**src/design/tq_pkg.sv**
```systemverilog
// Constants and types for the translation query outcome checker
package tq_pkg;
  localparam int CODE_W = 8;
  localparam int TAG_W = 16;
  // Result codes
  localparam logic [7:0] RES_SUCCESS = 8'h00;
  localparam logic [7:0] RES_MALFORMED = 8'hFF;
  localparam logic [7:0] RES_ABSENT_STAGE = 8'hFE;
  localparam logic [7:0] RES_STREAM_RANGE = 8'h02;
  localparam logic [7:0] RES_STREAM_FETCH = 8'h03;
  localparam logic [7:0] RES_STREAM_INVALID = 8'h04;
  localparam logic [7:0] RES_STREAM_BLOCKED = 8'h06;
  localparam logic [7:0] RES_SUBSTREAM_RANGE = 8'h08;
  localparam logic [7:0] RES_DESC_FETCH = 8'h09;
  localparam logic [7:0] RES_DESC_INVALID = 8'h0A;
  localparam logic [7:0] RES_VMS_FETCH = 8'h25;
  // Query type codes
  localparam logic [1:0] QT_STAGE1 = 2'h1;
  localparam logic [1:0] QT_STAGE2 = 2'h2;
  localparam logic [1:0] QT_BOTH = 2'h3;
  // Stream regime codes
  localparam logic [1:0] REGIME_NS_EL1 = 2'h0;
  localparam logic [1:0] REGIME_SECURE = 2'h1;
  localparam logic [7:0] RESULT_RST = 8'h00;
  localparam logic [TAG_W-1:0] ZERO_TAG = 16'h0000;
  typedef enum logic [2:0] {
    ST_IDLE = 3'b001,
    ST_WAIT = 3'b010,
    ST_DONE = 3'b100
  } state_t;
endpackage : tq_pkg

```
**src/design/tq_stage_check.sv**
```systemverilog
// Stage compatibility and guest tag selection for one fetched stream entry
`timescale 1ns/10ps
module tq_stage_check (
  // Query
  input wire logic [1:0] query_type,
  input wire logic guest_scoped,
  // Entry
  input wire logic s1_en,
  input wire logic s2_en,
  input wire logic entry_secure,
  input wire logic [1:0] stream_regime,
  input wire logic [15:0] stage2_guest_tag,
  // Results
  output logic stage_ok,
  output logic tag_present,
  output logic [15:0] eff_tag
);
  import tq_pkg::*;
  wire need_s1 = (query_type == QT_STAGE1) || (query_type == QT_BOTH);
  wire need_s2 = (query_type == QT_STAGE2) || (query_type == QT_BOTH);
  // Guest queries need stage 1; stage 2 only entries are refused
  wire guest_ok = s1_en;
  assign stage_ok = guest_scoped ? guest_ok : ((!need_s1 || s1_en) && (!need_s2 || s2_en));
  wire ns_el1 = !entry_secure && (stream_regime == REGIME_NS_EL1);
  wire sec_s1only = entry_secure && (stream_regime == REGIME_SECURE) && s1_en && !s2_en;
  assign tag_present = s2_en || ns_el1 || sec_s1only;
  // Secure stage-1-only entries tag with zero
  assign eff_tag = sec_s1only ? ZERO_TAG : stage2_guest_tag;
endmodule : tq_stage_check

```
**src/design/translation_query_fault_check.sv**
```systemverilog
// Outcome prioritisation for translation queries and guest-scoped queries
`timescale 1ns/10ps
// Function
// - Report errors in fixed thirteen-step priority
// - Malformed decided from query alone, first
// - Late absent-stage check after valid entry
// - Absent-stage overrides all later errors
// - Secure non-guest stage2 query without secure stage2: early
// - Secure stage2 supported: decide late
// - VM fetch abort ranks below entry invalid
// - Guest query: check type, malformed if bad
// - Guest query fetches selected stream entry
// - Untagged entry gives entry invalid
// - Tag mismatch gives entry invalid
// - Matching but unsuitable stages: absent stage
// - Passing guest checks allows later outcomes
// - NS EL1 entry uses stage2 tag
// - Secure stage1-only entry uses zero tag
// - Encode outcomes with fixed result codes; walk faults pass their own
module translation_query_fault_check (
  // Clock and reset
  input wire logic clock,
  input wire logic rst_b,
  // Query request
  input wire logic query_start,
  input wire logic guest_scoped,
  input wire logic [1:0] query_type,
  input wire logic query_type_valid,
  input wire logic secure_query_flag,
  input wire logic secure_stage2_supported,
  input wire logic [tq_pkg::TAG_W-1:0] guest_query_selector,
  // Stream entry fetch results
  input wire logic fetch_done,
  input wire logic stream_index_range_error,
  input wire logic stream_entry_fetch_abort,
  input wire logic stream_entry_valid,
  input wire logic vm_structure_fetch_abort,
  input wire logic entry_s1_en,
  input wire logic entry_s2_en,
  input wire logic entry_secure,
  input wire logic [1:0] stream_regime,
  input wire logic [tq_pkg::TAG_W-1:0] stage2_guest_tag,
  // Later stage results
  input wire logic substream_range_error,
  input wire logic substream_blocked,
  input wire logic desc_stage2_fault,
  input wire logic [tq_pkg::CODE_W-1:0] desc_stage2_code,
  input wire logic descriptor_fetch_abort,
  input wire logic descriptor_invalid_error,
  input wire logic translation_fault,
  input wire logic [tq_pkg::CODE_W-1:0] translation_code,
  // Outcome
  output logic busy,
  output logic fetch_req,
  output logic result_valid,
  output logic [tq_pkg::CODE_W-1:0] result_code
);
  import tq_pkg::*;

  state_t state_r, state_nxt;
  logic busy_r, fetch_req_r, result_valid_r;
  logic [CODE_W-1:0] result_code_r, result_code_nxt;
  logic stage_ok, tag_present;
  logic [TAG_W-1:0] eff_tag;

  tq_stage_check u_stage (
    .query_type(query_type),
    .guest_scoped(guest_scoped),
    .s1_en(entry_s1_en),
    .s2_en(entry_s2_en),
    .entry_secure(entry_secure),
    .stream_regime(stream_regime),
    .stage2_guest_tag(stage2_guest_tag),
    .stage_ok(stage_ok),
    .tag_present(tag_present),
    .eff_tag(eff_tag)
  );

  // State decode
  wire in_idle = (state_r == ST_IDLE);
  wire in_wait = (state_r == ST_WAIT);
  wire take_query = in_idle && query_start;
  wire take_fetch = in_wait && fetch_done;

  // Point A: decided from the query alone, before any fetch
  wire malformed = !query_type_valid;
  wire wants_s2 = (query_type == QT_STAGE2) || (query_type == QT_BOTH);
  wire secure_no_s2 = secure_query_flag && !secure_stage2_supported;
  // Guest queries leave absent stage to the entry checks
  wire early_absent = secure_no_s2 && wants_s2 && !guest_scoped;

  // Point B: decided from the fetched entry and later walk results
  wire guest_untagged = guest_scoped && !tag_present;
  wire guest_mismatch = guest_scoped && tag_present && (eff_tag != guest_query_selector);
  wire entry_invalid = !stream_entry_valid || guest_untagged || guest_mismatch;
  wire late_absent = !stage_ok;

  // Named causes, most urgent first
  wire hit_malformed = in_idle && malformed;
  wire hit_early_absent = in_idle && early_absent;
  // Point B causes count only while the fetch answer is awaited
  wire hit_range = in_wait && stream_index_range_error;
  wire hit_entry_fetch = in_wait && stream_entry_fetch_abort;
  wire hit_entry_invalid = in_wait && entry_invalid;
  wire hit_vm_fetch = in_wait && vm_structure_fetch_abort;
  wire hit_late_absent = in_wait && late_absent;
  wire hit_substream = in_wait && substream_range_error;
  wire hit_blocked = in_wait && substream_blocked;
  wire hit_desc_stage2 = in_wait && desc_stage2_fault;
  wire hit_desc_fetch = in_wait && descriptor_fetch_abort;
  wire hit_desc_invalid = in_wait && descriptor_invalid_error;
  wire hit_translation = in_wait && translation_fault;

  // Outcome table, entry 0 is the most urgent
  wire [12:0] rank_hit;
  wire [CODE_W-1:0] rank_code [13];
  assign rank_hit[0] = hit_malformed;
  assign rank_code[0] = RES_MALFORMED;
  assign rank_hit[1] = hit_early_absent;
  assign rank_code[1] = RES_ABSENT_STAGE;
  assign rank_hit[2] = hit_range;
  assign rank_code[2] = RES_STREAM_RANGE;
  assign rank_hit[3] = hit_entry_fetch;
  assign rank_code[3] = RES_STREAM_FETCH;
  assign rank_hit[4] = hit_entry_invalid;
  assign rank_code[4] = RES_STREAM_INVALID;
  // Free to sit lower; kept just under entry invalid
  assign rank_hit[5] = hit_vm_fetch;
  assign rank_code[5] = RES_VMS_FETCH;
  // Absent stage outranks every substream, descriptor and walk cause
  assign rank_hit[6] = hit_late_absent;
  assign rank_code[6] = RES_ABSENT_STAGE;
  assign rank_hit[7] = hit_substream;
  assign rank_code[7] = RES_SUBSTREAM_RANGE;
  assign rank_hit[8] = hit_blocked;
  assign rank_code[8] = RES_STREAM_BLOCKED;
  // Stage-2 descriptor and translation faults bring their own fault codes; descriptor fetch and invalid use fixed codes
  assign rank_hit[9] = hit_desc_stage2;
  assign rank_code[9] = desc_stage2_code;
  assign rank_hit[10] = hit_desc_fetch;
  assign rank_code[10] = RES_DESC_FETCH;
  assign rank_hit[11] = hit_desc_invalid;
  assign rank_code[11] = RES_DESC_INVALID;
  assign rank_hit[12] = hit_translation;
  assign rank_code[12] = translation_code;

  // A rank wins only while every more urgent rank is clear
  wire [12:0] rank_above;
  wire [12:0] rank_win;
  wire [CODE_W-1:0] code_acc [13];
  assign rank_above[0] = 1'b0;
  assign code_acc[0] = rank_win[0] ? rank_code[0] : {CODE_W{1'b0}};
  for (genvar g = 1; g < 13; g++) begin : g_rank
    assign rank_above[g] = rank_above[g-1] || rank_hit[g-1];
    // Win vector is one-hot, so an OR of masked codes picks one
    assign code_acc[g] = code_acc[g-1] | (rank_win[g] ? rank_code[g] : {CODE_W{1'b0}});
  end
  assign rank_win = rank_hit & ~rank_above;

  wire any_hit = |rank_hit;
  wire static_fail = hit_malformed || hit_early_absent;
  wire [CODE_W-1:0] outcome_code = any_hit ? code_acc[12] : RES_SUCCESS;

  // Sequencing: one outcome per query
  always_comb begin
    state_nxt = state_r;
    case (state_r)
      ST_IDLE: begin
        if (take_query && static_fail) begin
          state_nxt = ST_DONE;
        end else if (take_query) begin
          state_nxt = ST_WAIT;
        end
      end
      ST_WAIT: begin
        if (take_fetch) begin
          state_nxt = ST_DONE;
        end
      end
      ST_DONE: begin
        state_nxt = ST_IDLE;
      end
      default: begin
        state_nxt = ST_IDLE;
      end
    endcase
  end

  // Code moves only on a finished query and holds the last outcome
  wire code_load = (take_query && static_fail) || take_fetch;
  assign result_code_nxt = code_load ? outcome_code : result_code_r;
  wire busy_nxt = (state_nxt != ST_IDLE);
  wire fetch_req_nxt = (state_nxt == ST_WAIT);
  wire result_valid_nxt = (state_nxt == ST_DONE);

  always_ff @(posedge clock or negedge rst_b) begin
    if (!rst_b) begin
      state_r <= ST_IDLE;
    end else begin
      state_r <= state_nxt;
    end
  end

  always_ff @(posedge clock or negedge rst_b) begin
    if (!rst_b) begin
      result_code_r <= RESULT_RST;
    end else begin
      result_code_r <= result_code_nxt;
    end
  end

  always_ff @(posedge clock or negedge rst_b) begin
    if (!rst_b) begin
      busy_r <= 1'b0;
    end else begin
      busy_r <= busy_nxt;
    end
  end

  always_ff @(posedge clock or negedge rst_b) begin
    if (!rst_b) begin
      fetch_req_r <= 1'b0;
    end else begin
      fetch_req_r <= fetch_req_nxt;
    end
  end

  always_ff @(posedge clock or negedge rst_b) begin
    if (!rst_b) begin
      result_valid_r <= 1'b0;
    end else begin
      result_valid_r <= result_valid_nxt;
    end
  end

  assign busy = busy_r;
  assign fetch_req = fetch_req_r;
  assign result_valid = result_valid_r;
  assign result_code = result_code_r;
endmodule : translation_query_fault_check

```
**config.mk**
```make
export PLATFORM = sky130hd
export DESIGN_NAME = translation_query_fault_check
export DESIGN_NICKNAME = d
export VERILOG_FILES = /design/src/design/tq_pkg.sv /design/src/design/tq_stage_check.sv /design/src/design/translation_query_fault_check.sv
export SDC_FILE = /design/constraint.sdc
export NUM_CORES = 1
export LEC_CHECK = 0
export ABC_AREA = 0
export BUFFER_PORTS_ARGS = -buffer_cell sky130_fd_sc_hd__buf_2
export CORE_UTILIZATION = 40
export DETAILED_ROUTE_END_ITERATION = 10
export PLACE_DENSITY = 0.78
export SKIP_LAST_GASP = 1
export SYNTH_ARGS = -nofsm -noshare
export SYNTH_HDL_FRONTEND = slang
export SYNTH_SLANG_ARGS = --single-unit
```
**constraint.sdc**
```tcl
create_clock -name clock -period 5.2 [get_ports clock]
set_input_delay 0.26 -clock clock [delete_from_list [all_inputs] [get_ports clock]]
set_output_delay 0.26 -clock clock [all_outputs]
set_load 0.1 [all_outputs]
```
==> impl_metrics.ini <==
[run_status]
status = completed

[setup_path]
required_ns = 5.36
rrSetupSlack_ns = 2.96
startpoint_type = flop
reg2regPathDepth = 6
crit_start = state_r[0]
reg2reg_to = result_code[0]
cp-end-kind = flop
timing.critical_path.to = result_code[0]
worstPathMaxFanout = 10
crit_type = flop to flop
r2r-start = state_r[0]
cp.arrival_ns = 2.40

[cts]
clk_latency_ns = 0.27
cts.sinks = 14
root_buffer = clkbuf_4
clk_pin_slew_worst_paths_ns = 0.09
clockBufferDepth = 2
tritoncts.num_buffers = 3
cts_setup_buffers = 0
htreeDepth = 1
cts_tree = done

[yosys]
synth_top_family_by_area = compound AO/OA/AOI/OAI gates
synth_common_cells = 19 x inv_1, 17 x nor2_1, 13 x dfrtp_1
synth_ff_type = dfrtp_1
yosysMostFrequentCell = inv_1
synth_compound_area_share_pct = 35.8
netlist_area_mm2 = 0.00130
syn_avg_cell_area_um2 = 8.27
synth.area.top_cells = dfrtp_1 25%, inv_1 5.5%, nor2_1 4.9%
synthMuxAreaShare_pct = 0.867
yosysTopAreaCell = dfrtp_1
yosysWarnings = 0
syn-num-nets = 230
synth_xor_xnor_area_share_pct = 1.35
ys_seq_area_share_pct = 27.1
netlist_instances = 157
synth_cell_type_count = 50
synthSimpleGateAreaFrac_pct = 28.5
synth_fa_ha_area_share_pct = 0
synth_edf_count = 0
async_flop_share_pct = 100
synth.top_cell.area_share_pct = 25.0
synth.ff_latch_count = 14

[finish]
fin_area_mm2 = 0.00180
ff_latch_area_um2 = 352
fillCellCount = 315
drive_above_1_share_pct = 42.2
multi_input_area_um2 = 865
antenna-diode-count = 0
syn2layout_area_growth_pct = 38.9
fin_nets = 318

[sta]
rsz0062_at_grt = false
tns_ns = 0
timing.final.crit_share_pct = 43.1
fin_skew_ns = 0.00646
max_clock_freq_mhz = 446
maxSlewViolCount = 0
setup_viol_count_final = 0
hold_viol = 0
slew_headroom_pct = 49.4
finalCriticalPeriod_ns = 2.24
worst_pin_slew_ns = 0.759

[detailed_routing]
viasPerCell = 5.45
routed-via-count = 1570
first_pass_iters = 4
drt_iter0_markers = 92
detail-route-antenna-nets = 0
drc = 0
avgRoutedWirePerCell_um = 12.7
drt-total-wl_um = 3650

[die]
die_area_mm2 = 0.00348
rows = 20
initial_core_util_pct = 42.2
dieHeight_um = 59.0
ios = 84
dieWidth_um = 59.0
core_area_mm2 = 0.00308

[flow_run]
cap_viol_max_count = 0

[pwr]
peakVddDrop_v = 0.000246
p_leak_nw = 0.939
powerDensity_mw_per_mm2 = 313
total_power_w = 0.000564

[global_route]
grt_max_degree = 15
grt_pass1_wl_um = 5980
grt_remaining_overflow = 0
grt_pass1_vias = 1478
grt_antenna_before_repair = 0
track_usage_pct = 22.0

[placement]
routabilityCongestion = 0.919
io_buffers = 83
dpl_cell_area_mm2 = 0.00176
dp_hpwl_um = 3110

[worst_hold_path]
hold_class = primary input to flop
==> flip-flops by register name (all words and copies together) (netlist names) <==
register	cells
busy	1
result_valid	1
result_code	8
state_r	3
fetch_req	1
==> worst min-delay path by stage <==
stage	startpoint	end	slack [ns]	cells after the start
finish	fetch_done	result_code[3]	0.21	2
global route	fetch_done	result_code[3]	0.20	2
CTS	fetch_done	result_code[3]	0.20	2
detailed placement	rst_b	fetch_req	0.16	1
global placement	rst_b	fetch_req	0.16	1
floorplan	rst_b	busy	-0.04	0
==> area by class of cell <==
type / count / area share (%)
clock buffer: 4 / 2.01
inverter: 19 / 3.95
multi-input combinational: 123 / 47.9
sequential: 14 / 19.5
tap: 44 / 3.05
timing repair buffer: 84 / 23.6
==> worst max-delay path, cell delays in order, from the launching register on <==
cell and delay (ns):
dfstp_2 0.55, inv_1 0.07, nor4b_4 0.51, nor3_2 0.15, a221o_1 0.35, a2bb2o_1 0.29
a22o_1 0.20
==> logic make-up (layout without fill, tap and decap cells) <==
family,count (synthesis),in the layout
muxes,1,1
DFF,14,14
xor gates and xnor gates,2,2
and+or+nand+nor,61,61
buffers and inverters,20,107
AOI/OAI and AO/OA,59,59
==> where the power goes <==
part	internal [W]	total, W	leakage, nW	switching, W
logic	0.0000831	0.000332	0.738	0.000249
registers	0.000137	0.000155	0.179	0.0000179
clock network	0.0000425	0.0000761	0.0210	0.0000336
==> routing by layer <==
| metal | vias up | part of all wire, % | global-route usage, % |
|---|---|---|---|
| met1 | 726 | 46 | 29.4 |
| met2 | 58 | 48 | 38.3 |
| li1 | 784 | - | - |
| met3 | 2 | 5.4 | 3.93 |
| met5 | - | 0 | 0 |
| met4 | 0 | 0.22 | 2.38 |
==> layout by cell type, fill, tap and decap left out, drive strengths merged, types with 2 or more instances in the layout <==
cell and count:
nand3b 2, a21oi 8, nand3 3, nor4 3, a221o 5, o2111ai 2
nor2b 2, or3b 2, o22a 2, and2 2, o21ai 4, clkbuf 4
nand4 2, buf 83, nand2b 7, nor3 10, a211o 2, nor2 18
nand2 4, nor4bb 2, a21o 4, a31oi 5, a22o 7, a22oi 2
inv 19, dfrtp 13, o22ai 5, xnor2 2, o32ai 3
==> per-stage QoR <==
step	hold WS [ns]	setup WS (ns)	instances	util (%)
after floorplan	-0.0356	3.22	157	-
after global placement	0.161	3.02	283	57.1
after detailed placement	0.159	2.93	283	57.1
after CTS	0.202	2.97	288	58.6
after global routing	0.202	2.83	288	58.6
final	0.205	2.96	288	58.6
==> timing repair <==
item | CTS | global route
endpoints found under the setup margin | 0 | 0
endpoints found under the hold margin | 13 | 0
gates resized for setup | 0 | 0
hold buffers | 1 | 0
(Power assumes the default switching activity.)
